File: config.mk
export PLATFORM = sky130hd
export DESIGN_NAME = mnf_negotiator
export DESIGN_NICKNAME = d
export VERILOG_FILES = /design/src/common/mnf_pkg.sv /design/src/rtl/mnf_negotiator.sv
export VERILOG_INCLUDE_DIRS = /design/src /design/src/common
export SDC_FILE = /design/constraint.sdc
export NUM_CORES = 1
export LEC_CHECK = 0
export BUFFER_PORTS_ARGS = -buffer_cell sky130_fd_sc_hd__buf_2
export CORE_MARGIN = 2
export CORE_UTILIZATION = 55
export DETAILED_ROUTE_END_ITERATION = 16
export MAX_ROUTING_LAYER = met4
export PLACE_DENSITY = 0.84
export SETUP_SLACK_MARGIN = 0.5
export SYNTH_ARGS = -nofsm -noshare
export SYNTH_HDL_FRONTEND = slang
export SYNTH_SLANG_ARGS = --single-unit
File: constraint.sdc
create_clock -name clk -period 4.7 [get_ports clk]
set_input_delay 0.94 -clock clk [delete_from_list [all_inputs] [get_ports clk]]
set_output_delay 0.94 -clock clk [all_outputs]
set_load 0.1 [all_outputs]
File: src/common/mnf_cfg.svh
// Purpose: Constants of the master negotiation controller
// Assumes: 10 MHz clock
// Notes:   Offsets are byte addresses on the plain register port
`ifndef MNF_CFG_SVH
`define MNF_CFG_SVH

// ------------
// Widths
// ------------
`define MNF_PRIO_W      8
`define MNF_UID_W       16
`define MNF_NODE_W      3
`define MNF_NODES       8
`define MNF_ADDR_W      8
`define MNF_ALERT_W     8
`define MNF_TICK_W      16

// ------------
// Register map
// ------------
`define MNF_OFS_CTRL    8'h00
`define MNF_OFS_PRIO    8'h04
`define MNF_OFS_UID     8'h08
`define MNF_OFS_STATUS  8'h0c
`define MNF_OFS_LOGS    8'h10
`define MNF_CTRL_EN     0
`define MNF_CTRL_MASTER 1
`define MNF_CTRL_ELECT  2
`define MNF_RST_PRIO    8'h00
`define MNF_RST_UID     16'h0001

// ------------
// Timing
// ------------
`define MNF_CLK_HZ      10000000
`define MNF_TICK_US     1000
`define MNF_TMO_MS      5000

`endif

File: src/common/mnf_pkg.sv
// Purpose: Types of the master negotiation controller
// Assumes: mnf_cfg.svh widths
// Notes:   One-hot state codes
`include "mnf_cfg.svh"

package mnf_pkg;

    typedef enum logic [5:0] {
        ROLE_NODE    = 6'h01,
        ROLE_MASTER  = 6'h02,
        ROLE_PENDING = 6'h04,
        ROLE_ASSUME  = 6'h08,
        ROLE_RESIGN  = 6'h10,
        ROLE_DONE    = 6'h20
    } mnf_role_e;

    typedef enum logic [2:0] {
        PH_IDLE  = 3'h1,
        PH_WAIT1 = 3'h2,
        PH_WAIT2 = 3'h4
    } mnf_phase_e;

    typedef enum logic [3:0] {
        TX_NONE      = 4'h0,
        TX_REPLY     = 4'h1,
        TX_QUERY     = 4'h2,
        TX_TOTAL_RST = 4'h3,
        TX_CFG_PORT  = 4'h4,
        TX_MST_ALERT = 4'h5,
        TX_ASYNC_ALR = 4'h6,
        TX_ASYNC_RPL = 4'h7,
        TX_RESPONSE  = 4'h8,
        TX_WEB_RESET = 4'h9
    } mnf_tx_e;

    typedef struct packed {
        mnf_role_e                 role;
        mnf_phase_e                phase;
        logic [`MNF_NODES-1:0]     log_q;
        logic [`MNF_NODES-1:0]     await_q;
        logic [`MNF_ALERT_W-1:0]   alerts;
        logic [`MNF_TICK_W-1:0]    pre;
        logic [`MNF_TICK_W-1:0]    ticks;
        logic [`MNF_PRIO_W-1:0]    prio;
        logic [`MNF_UID_W-1:0]     uid;
        logic                      en;
        logic                      lowering;
        logic                      wait_arpl;
        logic                      attach_hold;
        logic [`MNF_NODE_W-1:0]    attach_node;
        logic [31:0]               rdata;
        mnf_tx_e                   tx_kind;
        logic                      tx_valid;
        logic [`MNF_NODE_W-1:0]    tx_node;
        logic                      tx_cm;
        logic                      tx_ma;
        logic                      tx_bcast;
        logic                      cfg_start;
        logic                      cfg_abort;
        logic                      walk_start;
        logic                      notify_attach;
        logic                      tbl_wr;
        logic [`MNF_PRIO_W-1:0]    tbl_prio;
        logic [`MNF_NODE_W-1:0]    tbl_node;
    } mnf_state_s;

endpackage

File: src/rtl/mnf_negotiator.sv
// Purpose: Master negotiation state machine of a configuring node
// Assumes: Message framing, topology walk and tables live outside
// Notes:   All message inputs are one-cycle pulses on clk
//
// Implementation choices: the register addresses and the address-and-strobe port.
`timescale 1ns/10ps

module mnf_negotiator
    import mnf_pkg::*;
#(
    parameter int unsigned TICK_CYCLES = (`MNF_CLK_HZ / 1000000) * `MNF_TICK_US,
    parameter int unsigned TMO_TICKS   = `MNF_TMO_MS * 1000 / `MNF_TICK_US
) (
    // Clock and reset
    input  wire logic                    clk,
    input  wire logic                    srst,
    // Register port
    input  wire logic [`MNF_ADDR_W-1:0]  reg_addr,
    input  wire logic [31:0]             reg_wdata,
    input  wire logic                    reg_wr,
    input  wire logic                    reg_rd,
    output logic      [31:0]             reg_rdata,
    // Received query-node message
    input  wire logic                    rx_query,
    input  wire logic                    rx_query_ma,
    input  wire logic                    rx_query_master,
    // Received query-node reply
    input  wire logic                    rx_reply,
    input  wire logic                    rx_reply_cm,
    // Sender of the received message
    input  wire logic [`MNF_NODE_W-1:0]  rx_node,
    input  wire logic [`MNF_PRIO_W-1:0]  rx_prio,
    input  wire logic [`MNF_UID_W-1:0]   rx_uid,
    // Alert traffic
    input  wire logic                    alert_in,
    input  wire logic                    alert_done,
    input  wire logic                    port_op_alert,
    input  wire logic                    port_op_new_subweb,
    input  wire logic                    async_reply_in,
    input  wire logic                    mst_alert_in,
    // Topology and configuration
    input  wire logic                    attach_nocfg,
    input  wire logic                    cfg_done,
    input  wire logic [`MNF_PRIO_W-1:0]  best_prio,
    input  wire logic [`MNF_UID_W-1:0]   best_uid,
    // Outgoing messages
    output logic                         tx_valid,
    output mnf_tx_e                      tx_kind,
    output logic [`MNF_NODE_W-1:0]       tx_node,
    output logic                         tx_bcast,
    output logic                         tx_cm,
    output logic                         tx_ma,
    // Status and control to neighbours
    output logic                         alert_accept,
    output logic                         cfg_start,
    output logic                         cfg_abort,
    output logic                         walk_start,
    output logic                         notify_attach,
    output logic                         tbl_wr,
    output logic [`MNF_NODE_W-1:0]       tbl_node,
    output logic [`MNF_PRIO_W-1:0]       tbl_prio,
    output mnf_role_e                    role
);

    // ------------
    // Helpers
    // ------------
    // True when the other node beats us
    function automatic logic other_wins(input logic [`MNF_PRIO_W-1:0] mp, input logic [`MNF_UID_W-1:0] mu,
                                        input logic [`MNF_PRIO_W-1:0] op, input logic [`MNF_UID_W-1:0] ou);
        other_wins = (op > mp) || ((op == mp) && (ou > mu));
    endfunction

    function automatic logic [`MNF_NODE_W-1:0] first_set(input logic [`MNF_NODES-1:0] v);
        first_set = '0;
        for (int i = `MNF_NODES - 1; i >= 0; i--) begin
            if (v[i]) begin
                first_set = i[`MNF_NODE_W-1:0];
            end
        end
    endfunction

    mnf_state_s s_q;
    mnf_state_s s_d;

    logic is_mastering;
    logic lose;
    logic wr_prio;
    logic wr_ctrl;
    logic elect_req;
    logic new_loses;

    assign is_mastering = (s_q.role == ROLE_MASTER) || (s_q.role == ROLE_PENDING) || (s_q.role == ROLE_ASSUME);
    assign lose         = other_wins(s_q.prio, s_q.uid, rx_prio, rx_uid);
    assign new_loses    = other_wins(reg_wdata[`MNF_PRIO_W-1:0], s_q.uid, best_prio, best_uid);
    assign wr_prio      = reg_wr && (reg_addr == `MNF_OFS_PRIO);
    assign wr_ctrl      = reg_wr && (reg_addr == `MNF_OFS_CTRL);
    assign elect_req    = wr_ctrl && reg_wdata[`MNF_CTRL_ELECT];

    // ------------
    // Next state
    // ------------
    always_comb begin
        s_d = s_q;
        s_d.tx_kind = TX_NONE;
        {s_d.tx_valid, s_d.tx_cm, s_d.tx_ma, s_d.tx_bcast, s_d.cfg_start} = 5'h00;
        {s_d.cfg_abort, s_d.walk_start, s_d.notify_attach, s_d.tbl_wr} = 4'h0;

        if (wr_ctrl) begin
            s_d.en = reg_wdata[`MNF_CTRL_EN];
            if (reg_wdata[`MNF_CTRL_MASTER] && s_q.role == ROLE_NODE) begin
                s_d.role = ROLE_MASTER;
            end
        end
        if (reg_wr && reg_addr == `MNF_OFS_UID) begin
            s_d.uid = reg_wdata[`MNF_UID_W-1:0];
        end
        if (wr_prio) begin
            s_d.prio = reg_wdata[`MNF_PRIO_W-1:0];
        end

        // Read data for the next cycle
        s_d.rdata = '0;
        if (reg_rd) begin
            unique case (reg_addr)
                `MNF_OFS_CTRL:   s_d.rdata = {31'h0, s_q.en};
                `MNF_OFS_PRIO:   s_d.rdata = {24'h0, s_q.prio};
                `MNF_OFS_UID:    s_d.rdata = {16'h0, s_q.uid};
                `MNF_OFS_STATUS: s_d.rdata = {8'h0, s_q.alerts, 5'h0, s_q.phase, 2'h0, s_q.role};
                `MNF_OFS_LOGS:   s_d.rdata = {16'h0, s_q.await_q, s_q.log_q};
                default:         s_d.rdata = '0;
            endcase
        end

        // Outstanding alert count; none accepted while resigning
        if (alert_in && !s_q.lowering && s_q.role != ROLE_RESIGN) begin
            s_d.alerts = s_q.alerts + 1'b1;
        end
        if (alert_done && s_q.alerts != '0) begin
            s_d.alerts = s_d.alerts - 1'b1;
        end

        // Watchdog prescaler
        if (s_q.phase != PH_IDLE) begin
            if (s_q.pre == TICK_CYCLES[`MNF_TICK_W-1:0] - 1'b1) begin
                s_d.pre   = '0;
                s_d.ticks = s_q.ticks + 1'b1;
            end else begin
                s_d.pre = s_q.pre + 1'b1;
            end
        end

        if (!s_q.en) begin
            // Disabled: hold, transmit nothing
        end else if (rx_query) begin
            s_d.tx_valid = 1'b1;
            s_d.tx_kind  = TX_REPLY;
            s_d.tx_node  = rx_node;
            if (rx_query_ma && s_q.await_q[rx_node]) begin
                // Formal resignation arrives
                s_d.await_q[rx_node] = 1'b0;
            end else if (rx_query_ma) begin
                s_d.tx_cm = 1'b0;
            end else if (lose && (is_mastering || s_q.role == ROLE_RESIGN)) begin
                s_d.tx_cm           = 1'b1;
                s_d.log_q[rx_node]  = 1'b1;
                s_d.cfg_abort       = (s_q.role == ROLE_ASSUME);
                s_d.role            = ROLE_RESIGN;
            end else if (!lose && rx_query_master && is_mastering) begin
                s_d.tx_cm            = 1'b1;
                s_d.await_q[rx_node] = 1'b1;
                s_d.role             = (s_q.role == ROLE_MASTER) ? ROLE_PENDING : s_q.role;
                if (s_q.phase == PH_IDLE) begin
                    s_d.phase = PH_WAIT1;
                    s_d.pre   = '0;
                    s_d.ticks = '0;
                end
            end else begin
                s_d.tx_cm = 1'b0;
            end
        end else if (rx_reply && s_q.await_q[rx_node]) begin
            if (s_q.phase == PH_WAIT2 && !rx_reply_cm) begin
                s_d.await_q[rx_node] = 1'b0;
            end else if (rx_reply_cm) begin
                s_d.phase = PH_WAIT1;
                s_d.pre   = '0;
                s_d.ticks = '0;
            end
        end else if (rx_reply && rx_reply_cm && !lose && s_q.role == ROLE_MASTER) begin
            // Another Master confirmed our request
            s_d.await_q[rx_node] = 1'b1;
            s_d.role             = ROLE_PENDING;
            s_d.phase            = PH_WAIT1;
            s_d.pre              = '0;
            s_d.ticks            = '0;
        end else if (mst_alert_in) begin
            s_d.tbl_wr   = 1'b1;
            s_d.tbl_node = rx_node;
            s_d.tbl_prio = rx_prio;
            s_d.tx_valid = 1'b1;
            s_d.tx_kind  = TX_RESPONSE;
            s_d.tx_node  = rx_node;
        end else if (attach_nocfg && is_mastering) begin
            s_d.tx_valid    = 1'b1;
            s_d.tx_kind     = TX_WEB_RESET;
            s_d.tx_node     = rx_node;
            s_d.attach_hold = 1'b1;
            s_d.attach_node = rx_node;
        end else if (s_q.attach_hold) begin
            s_d.notify_attach = 1'b1;
            s_d.attach_hold   = 1'b0;
        end else if (port_op_alert && s_q.role == ROLE_ASSUME) begin
            if (port_op_new_subweb) begin
                s_d.walk_start = 1'b1;
            end else begin
                s_d.tx_valid = 1'b1;
                s_d.tx_kind  = TX_ASYNC_RPL;
            end
        end else if (wr_prio && s_q.role == ROLE_MASTER && new_loses) begin
            s_d.lowering = 1'b1;
            s_d.tx_valid = 1'b1;
            s_d.tx_kind  = TX_MST_ALERT;
            s_d.tx_bcast = 1'b1;
        end else if (wr_prio && s_q.role == ROLE_NODE) begin
            s_d.tx_valid  = 1'b1;
            s_d.tx_kind   = TX_ASYNC_ALR;
            s_d.wait_arpl = !new_loses;
        end else if (async_reply_in && s_q.wait_arpl) begin
            s_d.wait_arpl = 1'b0;
            s_d.tx_valid  = 1'b1;
            s_d.tx_kind   = TX_CFG_PORT;
            s_d.tx_bcast  = 1'b1;
            s_d.role      = ROLE_MASTER;
        end else if (elect_req && (s_q.role == ROLE_NODE || s_q.role == ROLE_DONE) &&
                     !other_wins(s_q.prio, s_q.uid, best_prio, best_uid)) begin
            s_d.tx_valid = 1'b1;
            s_d.tx_kind  = TX_CFG_PORT;
            s_d.tx_bcast = 1'b1;
            s_d.role     = ROLE_MASTER;
        end else if (s_q.role == ROLE_RESIGN && s_q.alerts == '0) begin
            if (s_q.log_q != '0) begin
                s_d.tx_valid = 1'b1;
                s_d.tx_kind = TX_QUERY;
                s_d.tx_ma = 1'b1;
                s_d.tx_node = first_set(s_q.log_q);
                s_d.log_q[first_set(s_q.log_q)] = 1'b0;
            end else begin
                s_d.role    = ROLE_DONE;
                s_d.await_q = '0;
                s_d.phase   = PH_IDLE;
            end
        end else if (s_q.lowering && s_q.alerts == '0) begin
            s_d.lowering = 1'b0;
            s_d.role     = ROLE_DONE;
        end else if (s_q.phase != PH_IDLE && s_q.ticks == TMO_TICKS[`MNF_TICK_W-1:0]) begin
            s_d.pre      = '0;
            s_d.ticks    = '0;
            s_d.tx_valid = 1'b1;
            s_d.tx_node  = first_set(s_q.await_q);
            if (s_q.phase == PH_WAIT1) begin
                s_d.tx_kind = TX_QUERY;
                s_d.tx_cm   = 1'b1;
                s_d.phase   = PH_WAIT2;
            end else begin
                s_d.tx_kind = TX_TOTAL_RST;
                s_d.await_q[first_set(s_q.await_q)] = 1'b0;
                s_d.phase = PH_WAIT1;
            end
        end else if (s_q.role == ROLE_PENDING && s_q.await_q == '0) begin
            s_d.role      = ROLE_ASSUME;
            s_d.phase     = PH_IDLE;
            s_d.cfg_start = 1'b1;
        end else if (s_q.role == ROLE_ASSUME && cfg_done) begin
            s_d.role = ROLE_MASTER;
        end

        // Watchdog idles once nothing is awaited
        if (s_d.await_q == '0) begin
            s_d.phase = PH_IDLE;
        end
    end

    // ------------
    // State register
    // ------------
    always_ff @(posedge clk) begin
        if (srst) begin
            s_q <= '0;
            s_q.role <= ROLE_NODE;
            s_q.phase <= PH_IDLE;
            s_q.prio <= `MNF_RST_PRIO;
            s_q.uid <= `MNF_RST_UID;
        end else begin
            s_q <= s_d;
        end
    end

    // ------------
    // Outputs
    // ------------
    assign reg_rdata = s_q.rdata;
    assign tx_valid = s_q.tx_valid;
    assign tx_kind = s_q.tx_kind;
    assign tx_node = s_q.tx_node;
    assign tx_bcast = s_q.tx_bcast;
    assign tx_cm = s_q.tx_cm;
    assign tx_ma = s_q.tx_ma;
    assign alert_accept = s_q.en && !s_q.lowering && s_q.role != ROLE_RESIGN;
    assign cfg_start = s_q.cfg_start;
    assign cfg_abort = s_q.cfg_abort;
    assign walk_start = s_q.walk_start;
    assign notify_attach = s_q.notify_attach;
    assign tbl_wr = s_q.tbl_wr;
    assign tbl_node = s_q.tbl_node;
    assign tbl_prio = s_q.tbl_prio;
    assign role = s_q.role;

endmodule

After elaboration in Yosys (flattened, before gate mapping)
Cells that the tools add are included.

storage, ports and cells
  bits in registers = 152
  bits in latches = 0
  RAM bits = 0
  memory bits (read-only) = 0
  input port bits = 108
  output and inout bits = 66
  logic and storage cells = 414
  memories kept = 0

operators by class
  add/sub/neg operators = 4
  multipliers = 0
  divide/modulo/power cells = 0
  order comparisons = 11
  equal/unequal tests = 62
  shift-type cells = 0
  mux-type cells = 209
  bitwise logic cells = 20
  reductions and logical operators = 79

operators with widths
  kind                                            count
  two-way mux 32 bit                              23
  two-way mux 8 bit                               29
  two-way mux 25 bit                              9
  two-way mux 9 bit                               19
  two-way mux 3 bit                               55
  one-hot mux 24 bit (5 select lines)             1
  two-way mux 6 bit                               13
  inequality test 4 bit (second input constant)   11
  two-way mux 5 bit                               8
  logical AND 1 bit                               38
  two-way mux 19 bit                              2
  two-way mux 1 bit                               34
  inequality test 2 bit (second input constant)   17
  adder 16 x 1 -> 16 bit (second input constant)  2
  > comparator 16 bit                             2
  zero test 8 bit                                 4
  two-way mux 16 bit                              2
  two-way mux 7 bit                               4
  bitwise AND 8 bit                               3
  equality test 8 bit                             3
  > comparator 8 bit                              3
  two-way mux 12 bit                              2
  inverter 8 bit                                  3
  AND reduction 19 bit                            1
  other kinds (52)                                97

Logic depth before layout (Yosys ltp)
Gate-level depths: netlist of run 1.

  depth after elaboration = 48
  mapped depth = 16
  gate-level depth less buffers = 13

Worst setup path after synthesis of run 1
OpenSTA, ideal clock, no wires.

  kind = input-to-reg
  start point = input port best_uid[13]
  end point = register s_q[146] (netlist name)
  setup time = 0.127 ns
  arrival = 3.955 ns
  required time = 4.573 ns
  slack = 0.618 ns
  cell stages on the path = 13
  buffers on the path = 1
  cell sequence = ha_1 -> nand4_2 -> or4_4 -> a21oi_2 -> nor4bb_1 -> or4b_4 -> and4_1 -> buf_6 -> a31o_2 -> a21oi_1 -> and4b_1 -> and4_4 -> or3b_1

between the ends
  word-level cells in the longest chain between the ends = 19
  elaborated cells between the ends (all ways) = 25
  those cells by class = order compare (1); eq/ne (2); mux (12); reduce/logical (10)

RTL lines
  element                              line                   RTL
  start, declared                      mnf_negotiator.sv:45   input wire logic [`MNF_UID_W-1:0] best_uid,
  > comparator 16 bit (*)              mnf_negotiator.sv:71   other_wins = (op > mp) || ((op == mp) && (ou > mu));
  logical AND 1 bit                    mnf_negotiator.sv:71
  logical OR 1 bit                     mnf_negotiator.sv:71
  zero test 1 bit                      mnf_negotiator.sv:235  !other_wins(s_q.prio, s_q.uid, best_prio, best_uid)) begin
  logical AND 1 bit                    mnf_negotiator.sv:234  end else if (elect_req && (s_q.role == ROLE_NODE || s_q.role == ROLE_DONE) &&
  two-way mux 19 bit                   mnf_negotiator.sv:234
  two-way mux 19 bit                   mnf_negotiator.sv:228  end else if (async_reply_in && s_q.wait_arpl) begin
  two-way mux 25 bit                   mnf_negotiator.sv:224  end else if (wr_prio && s_q.role == ROLE_NODE) begin
  (+3 left out)                        -
  two-way mux 25 bit                   mnf_negotiator.sv:203  end else if (attach_nocfg && is_mastering) begin
  two-way mux 25 bit                   mnf_negotiator.sv:196  end else if (mst_alert_in) begin
  two-way mux 8 bit                    mnf_negotiator.sv:189  end else if (rx_reply && rx_reply_cm && !lose && s_q.role == ROLE_MASTER) begin
  two-way mux 8 bit                    mnf_negotiator.sv:181  end else if (rx_reply && s_q.await_q[rx_node]) begin
  two-way mux 25 bit                   mnf_negotiator.sv:155  end else if (rx_query) begin
  two-way mux 25 bit                   mnf_negotiator.sv:153  if (!s_q.en) begin
  zero test 8 bit                      mnf_negotiator.sv:278  if (s_d.await_q == '0) begin
  OR reduction 2 bit (no source line)  -
  end, declared                        mnf_negotiator.sv:83   mnf_state_s s_q;

Every way passes the cells marked *; elsewhere a longest branch is shown, timed or not. The select of a mux whose other input is x is not followed.
A chain may end at the register's enable or synchronous reset.

Worst setup path after layout of run 1
Same ends and word-level chain as after synthesis.

==> results of run 1 <==
## layout make-up
type / instances / share of cell area
multi-input cells: 924 / 0.533
clock buffers: 23 / 0.0435
repair buffers: 189 / 0.0984
clock inverters: 9 / 0.0145
inverters: 49 / 0.0171
well taps: 220 / 0.0256
flip-flops and latches: 144 / 0.268
## flip-flops by register name, indices dropped and copies added (netlist names)
register and cells:
s_q 87, reg_rdata 24, tbl_prio 8, role 6, tx_kind 4, tbl_node 3
tx_node 3, cfg_abort 1, cfg_start 1, notify_attach 1, tbl_wr 1, tx_bcast 1
tx_cm 1, tx_ma 1, tx_valid 1, walk_start 1
## per-layer routing
layer,GRT usage,vias up
li1,-,4484
met1,0.412,4385
met2,0.538,516
met3,0.0593,75
met4,0.112,0
met5,-,-
## power groups by stage
stage | logic [W] | registers, W | clock network [W]
after floorplan | 0.000368 | 0.00131 | 0
after global placement | 0.000483 | 0.00132 | 0
after detailed placement | 0.000496 | 0.00133 | 0
after CTS | 0.000500 | 0.00130 | 0.00146
after global routing | 0.000560 | 0.00131 | 0.00151
final | 0.000512 | 0.00130 | 0.00145
## cell usage after synthesis, types with 3 or more instances
master	count
nand2b_1	5
buf_6	3
and2_1	20
a22oi_1	11
clkbuf_1	43
nor4_1	12
nor3b_1	5
o21bai_1	3
o41ai_1	3
o31ai_1	6
or2_2	5
a21o_1	8
and3b_1	3
a311o_1	3
and4_1	8
nand4_1	22
a222oi_1	3
nand2_1	142
a221oi_1	6
a21oi_1	108
o211ai_1	11
xor2_1	30
ha_1	62
nor2_1	146
or3_1	5
inv_1	49
nor2b_1	13
a21boi_0	3
a31oi_1	8
mux2i_1	11
dfxtp_1	144
a211oi_1	12
nor3_1	44
nor4bb_1	3
and3_1	14
or4_1	4
xnor2_1	14
nor2_4	11
buf_4	56
o21ai_0	52
o21a_1	3
a22o_1	6
nand3_1	35
## worst max-delay path, cell delays in order
cell and delay [ns]:
buf_2 0.10, ha_1 0.30, nand4_2 0.15, or4_4 0.58, a21oi_2 0.15, nor4bb_2 0.11
or4b_4 0.56, and4_1 0.29, buf_4 0.21, o311a_1 0.34, and4b_1 0.18, and4_4 0.19
or3b_1 0.34
## worst paths after layout
path,from,endpoint,slack (ns),cells past startpoint
worst min-delay path,tbl_prio[6]$_SDFFE_PP0P_,tbl_prio[6]$_SDFFE_PP0P_,0.45,2
worst max register to register,s_q[79]$_SDFFE_PP0P_,s_q[146]$_SDFFE_PP1P_,0.74,13
worst max-delay path,best_uid[13],s_q[146]$_SDFFE_PP1P_,0.56,13
worst min register to register,tbl_prio[6]$_SDFFE_PP0P_,tbl_prio[6]$_SDFFE_PP0P_,0.45,2
## stage by stage
step,setup WS [ns],instance area [um2],util,instances
2_1_floorplan,0.618,9430,-,1223
3_3_place_gp,0.123,10100,0.608,1526
3_5_place_dp,0.0895,10100,0.608,1526
4_1_cts,0.517,10700,0.645,1558
5_1_grt,0.528,10800,0.646,1558
6_report,0.560,10800,0.646,1558
## logic make-up (layout without fill, tap and decap cells)
family                   after synthesis  after routing  share of synthesized area
AND/OR/NAND/NOR                      520            520                      0.280
AO/OA/AOI/OAI                        279            279                      0.190
buffers and inverters                155            270                     0.0885
flip-flops                           144            144                      0.307
adder cells (fa/ha/maj)               62             62                     0.0825
XOR/XNOR                              44             44                     0.0410
multiplexers                          11             11                     0.0117
other                                  1              8                   0.000399
==> metrics.txt, run 1 <==
status=completed; Top FF cell, synth=dfxtp_1; first-pass GRT wire length=46200 um; RSZ-0062 raised after global routing=no; Slew @ Worst Pin=0.809 ns; total wire length=29200 um; Root Driver=clkbuf_16; Post-Syn Area=9410 um2; clk_lat worst skew=0.43 ns; Hold Path Class=reg2reg; Post-DP HPWL=21900 um; Routed WL per cell=18.7 um; largest cells by area after synthesis=dfxtp_1 (31%), ha_1 (8.2%), nor2_1 (5.8%); Reg area=2880 um2; sequential share of power=0.400; vias per inst=6.07; gpl congestion=1.01; Post-Syn Instances=1216; slew margin rel.=0.461; Max-Cap Viols=0; Sw Pwr=0.000900 W; Die Span Y=135 um; hold slack=0.454 ns; shortest period the worst path allows=4.14 ns; Leak=4.39 nW; pin count of the biggest net entering global routing=71; CP Max Fanout=6; H-tree depth=4; final total power=0.00326 W; hold_buf cts=0; Slew Viols, Final=0; area leader, netlist=dfxtp_1; CP arrival=4.44 ns; Int Power=0.00236 W; Multi-input gate area=5730 um2; Post-CTS Setup Inserts=0; Critical Path RT=5.00 ns; initial antenna violation count=0; IO Count=174; 1st-iter DRT viols=1044; P per Cell Area=303 nW/um2; GRT Total Usage=0.330; Worst-path clk slew=0.06 ns; number of clock sinks=144; remaining antenna violation count after routing=0; Avg Cell Area, Syn=7.73 um2; commonest non-fill, non-tap cell in the layout=buf_2; clock network power share=0.444; Hold Fails Final Rpt=0; layout cell share with drive strength beyond 1=0.189; PortBufs=149; Routed met1 length=12100 um; fillers=1389; DRC viols=0; Synth top area share=0.307; die area=18200 um2; nets=1495; total congestion overflow=0; ANT cells=0; TritonCTS clock tree=built; post-cts resize count=0; startpoint types=input port; row cnt=47; Peak VDD IR=0.289 mV; Distinct cells, synth=88; Gate power share=0.157; f_max=242 MHz; #FFs+latches synth=144; met2 routed WL=13600 um; type of the worst setup path=in2reg; routed wl met3=2560 um; Async SR Flop Fraction=0; vias in the first global route=9003; layout overhead on the synthesized area=14.4%; register area share after synthesis=0.307; Crit. End Element=register; CORE AREA=16600 um2; vias=9460; clk buf depth=2; skew final=0.0181 ns; number of flops mapped to enable cells by yosys=0; initial core utilization=0.565; Final Cycle Share=0.881; Pre-Repair DR Iteration Count=6; Die Span X=135 um; Yosys warning count=0; most frequent cells in the layout=buf_2 (149), nor2_1 (146), dfxtp_1 (144); CTS buffer count=17; Switching Fraction=0.276; setup TNS=0 ns; final setup fails=0; Top Layer Used=met4
No activity file was read; power rests on OpenSTA's default activity.
==> run 2, diff against run 1 <==
CORE_UTILIZATION = 51   (was 55)
PLACE_DENSITY = 0.82   (was 0.84)
clock period = 3.34 ns   (was 4.7 ns; I/O delays follow)
==> run 2 against run 1 <==
The flow now finishes with violations (negative setup slack). Hold slack got worse by 0.0042 ns. Clock-buffer cell count fell by 5. Non-clock buffer count rose by 184. Worst setup slack got worse by 0.85 ns. Total power rose by 50%. Global-route usage rose by 2.2 points. Final cell count rose by 12%. Combinational power rose by 120%. Via count rose by 15%. Largest cell class unchanged.
==> metrics.txt, run 2 (synthesized netlist as in run 1, its figures left out) <==
skew final=0.0161 ns (-0.00202 ns); CP Max Fanout=3 (-3); Critical Path RT=3.65 ns (-1.35 ns); CTS buffer count=17 (unchanged); 1st-iter DRT viols=1190 (+14%); startpoint types=register; Crit. End Element=register; number of clock sinks=144 (unchanged); shortest period the worst path allows=3.63 ns; Final Cycle Share=1.09; clk buf depth=2 (unchanged); Leak=5.51 nW (+25%); first-pass GRT wire length=53100 um (+15%); slew margin rel.=0.412 (-0.0484); Die Span Y=140 um (+3.7%); met1 Use GR=0.406 (-0.00612); setup TNS=-4.78 ns (-4.78 ns); nets=1679 (+12%); PortBufs=149 (unchanged); Worst-path clk slew=0.07 ns (about the same); initial antenna violation count=0 (unchanged); max reg flops=87 (unchanged); Crit-path slowest cell=or4_4; final total power=0.00488 W (+50%); total congestion overflow=0 (unchanged); Multi-input gate area=6880 um2 (+20%); ANT cells=0 (unchanged); max incr delay on CP=0.57 ns (about the same); final setup fails=43 (+43); Hold Fails Final Rpt=0 (unchanged); met2 GRT Util=0.575 (+0.0373); GRT Total Usage=0.351 (+0.0216); Max-Cap Viols=0 (unchanged); vias in the first global route=10366 (+15%); placed inst area=11500 um2 (+14%); global-route met3 utilization=0.0743 (+0.0150); DRC viols=0 (unchanged); busiest layer in global routing=met2; layout overhead on the synthesized area=43.5%; most frequent cells in the layout=buf_4 (190), buf_2 (148), dfxtp_1 (124); clk_lat worst skew=0.44 ns (about the same); Most flops, register=s_q; Hold Path Class=reg2reg; initial core utilization=0.522 (-0.0433); pin count of the biggest net entering global routing=71 (unchanged); TritonCTS clock tree=built; vias per inst=6.19 (+1.9%); IO Count=174 (unchanged); remaining antenna violation count after routing=0 (unchanged); hold slack=0.449 ns (-0.00418 ns); Routed WL per cell=20.8 um (+11%); Root Driver=clkbuf_16; status=finished, violations left; die area=19500 um2 (+7.6%); Post-DP HPWL=24000 um (+9.6%); Die Span X=140 um (+3.7%); vias=10833 (+15%); Slew Viols, Final=0 (unchanged); setup ws final=-0.294 ns (-0.854 ns); P per Cell Area=362 nW/um2 (+19%); RSZ-0062 raised after global routing=yes; Peak VDD IR=0.353 mV (+22%); failing checks=negative setup slack; fillers=1216 (-12%); total wire length=36400 um (+25%); row cnt=49 (+4.3%); fin area=13500 um2 (+25%); CORE AREA=18000 um2 (+8.3%); layout cell share with drive strength beyond 1=0.418 (+0.229); CP arrival=3.94 ns (-0.50 ns); Reg area=2910 um2 (+0.87%); gpl congestion=0.993 (-1.2%); f_max=275 MHz; Pre-Repair DR Iteration Count=6 (unchanged); CP cell instances=inv_2 > ha_4 > nand4_1 > or4_4 > a21oi_4 > nor4bb_4 > or4b_4 > buf_4 > nand4_1 > buf_4 > nor3_4 > o211ai_1 > nor4_2 > and4_4 > or3b_1; type of the worst setup path=reg2reg; Slew @ Worst Pin=0.882 ns (+0.0726 ns); commonest non-fill, non-tap cell in the layout=buf_4; H-tree depth=4 (unchanged)
[run 2: cell count changes in the layout (fill, tap and decap cells not counted), moves of 15 or more]
cell,before,now
ha_4,0,21
ha_1,62,41
a21oi_1,108,89
dfxtp_1,144,124
inv_1,49,34
buf_6,0,26
nor2_4,11,36
nand2_1,142,118
nor3_1,44,29
nor2_1,146,111
dfxtp_2,0,20
buf_4,39,190
nand2_2,0,20
[run 2: metal layers]
layer / wire length, um / share of wire / vias to the layer above
li1: - / - / 4852
met1: 13500 / 0.37 / 5086
met2: 17500 / 0.48 / 703
met3: 3330 / 0.091 / 192
met4: 2160 / 0.059 / 0
met5: 0 / 0 / -
[run 2: repair_timing]
action,4_1_cts,5_1_grt
hold buffers,0,0
hold endpoints to repair,0,0
pin swaps,52,42
setup endpoints to repair,85,90
setup buffers,15,12
gates cloned,1,2
gates resized for setup,172,99
[run 2: worst paths after layout]
check | start | endpoint | slack, ns | cells after the start
max | s_q[72]$_SDFFE_PP0P_ | s_q[146]$_SDFFE_PP1P_ | -0.29 | 15
min | tbl_prio[5]$_SDFFE_PP0P_ | tbl_prio[5]$_SDFFE_PP0P_ | 0.45 | 2
max reg2reg | s_q[72]$_SDFFE_PP0P_ | s_q[146]$_SDFFE_PP1P_ | -0.29 | 15
min reg2reg | tbl_prio[5]$_SDFFE_PP0P_ | tbl_prio[5]$_SDFFE_PP0P_ | 0.45 | 2
[run 2: cell type report]
class / count / share of cell area
multi-input cells: 924 / 0.510
flip-flops and latches: 144 / 0.215
inverters: 49 / 0.0138
clock buffers: 18 / 0.0325
clock inverters: 14 / 0.0111
well taps: 229 / 0.0212
repair buffers: 373 / 0.196
[run 2: stage by stage]
stage                     instances  utilization  worst slack [ns]
final                          1751        0.749            -0.294
after global routing           1751        0.749            -0.407
after CTS                      1737        0.720            -0.137
after detailed placement       1689        0.637            -0.732
after global placement         1689        0.637            -0.695
after floorplan                1223            -            -0.383
[run 2: critical path, delay by kind of cell (launching register included)]
family / cells / cell delay [ns]
simple gates: 9 / 2.05
compound gates: 2 / 0.42
buf+inv: 3 / 0.40
flops: 1 / 0.35
fa+ha+maj: 1 / 0.27
[run 2: power by group]
| group | leakage (nW) | internal [W] | switching (W) | total (W) |
|---|---|---|---|---|
| logic | 4.05 | 0.000508 | 0.000603 | 0.00111 |
| registers | 1.17 | 0.00177 | 0.0000686 | 0.00184 |
| clock network | 0.290 | 0.00107 | 0.000861 | 0.00194 |
==> run 3, diff against run 2 <==
BUFFER_PORTS_ARGS = default   (was -buffer_cell sky130_fd_sc_hd__buf_2)
CORE_UTILIZATION = 55   (was 51)
DONT_BUFFER_PORTS = 1   (was default)
PLACE_DENSITY = 0.78   (was 0.82)
==> run 3 against run 2 <==
The run still ends with negative setup slack left. Global-route usage is 0.97 points higher. Routed wire length is 8.4% lower. Register-to-register slack better by 0.13 ns. Final cell count shrank 12%. Sequential power barely moved. First-iteration DRC count decreased by 8.0%. Flip-flop and latch count unchanged. Clock skew decreased by 0.0059 ns. Largest cell class unchanged.
==> metrics.txt, run 3 (synthesized netlist as in run 1, its figures left out) <==
CP Max Fanout=3 (unchanged); placed inst area=10400 um2 (-9.8%); Buf/Inv on CP=3 (unchanged); Die Span X=135 um (-3.6%); clk buf depth=2 (unchanged); Die Span Y=135 um (-3.6%); die area=18200 um2 (-7.1%); max incr delay on CP=0.51 ns (-0.06 ns); fillers=1140 (-6.3%); row cnt=47 (-4.1%); startpoint types=register; hold slack=0.322 ns (-0.128 ns); shortest period the worst path allows=3.51 ns (-0.125 ns); Crit. End Element=register; type of the worst setup path=reg2reg; max reg flops=87 (unchanged); Hold Fails Final Rpt=0 (unchanged); Max-Cap Viols=0 (unchanged); Post-DP HPWL=22400 um (-6.3%); failing checks=negative setup slack; Critical Path RT=3.65 ns (about the same); setup ws final=-0.169 ns (+0.125 ns); RSZ-0062 raised after global routing=yes; DRC viols=0 (unchanged); Peak VDD IR=0.446 mV (+26%); H-tree depth=4 (unchanged); skew final=0.0102 ns (-0.00587 ns); CP cell instances=inv_2 > ha_4 > buf_4 > a41o_1 > a21oi_2 > nor4_1 > nor4bb_4 > or4b_4 > buf_4 > nand4_1 > nor3_2 > o211ai_1 > nor4_2 > and4_4 > or3b_1; GRT Total Usage=0.361 (+0.00968); commonest non-fill, non-tap cell in the layout=buf_4; Slew @ Worst Pin=1.10 ns (+0.216 ns); P per Cell Area=384 nW/um2 (+6.2%); fin area=12500 um2 (-7.2%); number of clock sinks=144 (unchanged); Most flops, register=s_q; clk_lat worst skew=0.43 ns (about the same); Routed WL per cell=21.5 um (+3.5%); final setup fails=21 (-51%); slew margin rel.=0.267 (-0.145); first-pass GRT wire length=50000 um (-5.9%); ANT cells=0 (unchanged); IO Count=174 (unchanged); f_max=285 MHz (+3.6%); Worst-path clk slew=0.06 ns (about the same); TritonCTS clock tree=built; Slew Viols, Final=0 (unchanged); initial core utilization=0.565 (+0.0433); initial antenna violation count=0 (unchanged); CORE AREA=16600 um2 (-7.7%); 1st-iter DRT viols=1095 (-8.0%); vias=9861 (-9.0%); Pre-Repair DR Iteration Count=7 (+1); PortBufs=0 (-100%); CTS buffer count=17 (unchanged); Final Cycle Share=1.05 (-0.0375); Root Driver=clkbuf_16; most frequent CP cell=buf_4; Hold Path Class=in2reg; CP top delay family=simple AND/OR/NAND/NOR gates; vias in the first global route=9489 (-8.5%); pin count of the biggest net entering global routing=72 (+1.4%); CP arrival=3.82 ns (-0.12 ns); most frequent cells in the layout=buf_4 (140), dfxtp_1 (129), nand2_1 (121); nets=1486 (-11%); vias per inst=6.37 (+2.9%); setup TNS=-2.18 ns (+2.60 ns); total congestion overflow=0 (unchanged); gpl congestion=0.997 (+0.37%); total wire length=33400 um (-8.4%); remaining antenna violation count after routing=0 (unchanged); status=finished, violations left; Leak=4.61 nW (-16%); layout cell share with drive strength beyond 1=0.330 (-0.0875); Crit-path slowest cell=or4b_4; final total power=0.00481 W (-1.5%); hold_buf cts=0 (unchanged); layout overhead on the synthesized area=33.2%
[run 3: metrics by stage]
step / worst slack [ns] / util / instances
2_1_floorplan: -0.383 / - / 1223
3_3_place_gp: -0.556 / 0.622 / 1483
3_5_place_dp: -0.609 / 0.622 / 1483
4_1_cts: -0.121 / 0.719 / 1537
5_1_grt: -0.306 / 0.753 / 1549
6_report: -0.169 / 0.753 / 1549
[run 3: layout make-up]
cell class / instances / area [um2] / share of cell area
Clock buffer: 20 / 447 / 0.0357
Multi-Input combinational cell: 925 / 6950 / 0.555
Clock inverter: 12 / 183 / 0.0146
Sequential cell: 144 / 2900 / 0.232
Tap cell: 220 / 275 / 0.0220
Inverter: 49 / 186 / 0.0149
Timing Repair Buffer: 179 / 1580 / 0.126
[run 3: routing by layer]
metal / part of all wire / global-route usage / wire, um
met1: 0.38 / 0.436 / 12700
met2: 0.48 / 0.585 / 16000
met3: 0.098 / 0.0860 / 3280
met4: 0.040 / 0.136 / 1350
met5: 0 / - / 0
[run 3: timing repair]
item / in CTS / in global routing
setup buffers: 19 / 11
gates resized for setup: 191 / 104
cloned: 3 / 1
endpoints found under the setup margin: 85 / 92
pin swaps: 57 / 64
[run 3: path summary, 6_finish.rpt]
kind / startpoint / endpoint / slack [ns] / cells after the start
min: srst / s_q[131]$_SDFF_PP0_ / 0.32 / 1
min reg2reg: s_q[71]$_SDFFE_PP0P_ / s_q[71]$_SDFFE_PP0P_ / 0.47 / 2
max reg2reg: s_q[73]$_SDFFE_PP0P_ / s_q[146]$_SDFFE_PP1P_ / -0.17 / 15
max: s_q[73]$_SDFFE_PP0P_ / s_q[146]$_SDFFE_PP1P_ / -0.17 / 15
[run 3: worst reg2reg max path, cell delays in order (launching register included)]
cell	delay (ns)
dfxtp_2	0.33
inv_2	0.05
ha_4	0.26
buf_4	0.10
a41o_1	0.19
a21oi_2	0.04
nor4_1	0.40
nor4bb_4	0.15
or4b_4	0.51
buf_4	0.16
nand4_1	0.18
nor3_2	0.09
o211ai_1	0.26
nor4_2	0.10
and4_4	0.21
or3b_1	0.35
[run 3: report_power, final]
part	switching [W]	internal, W	total, W	leakage, nW
clock	0.000796	0.00128	0.00207	0.297
combinational	0.000482	0.000430	0.000912	3.14
sequential	0.0000615	0.00177	0.00183	1.17
total	0.00134	0.00347	0.00481	4.61
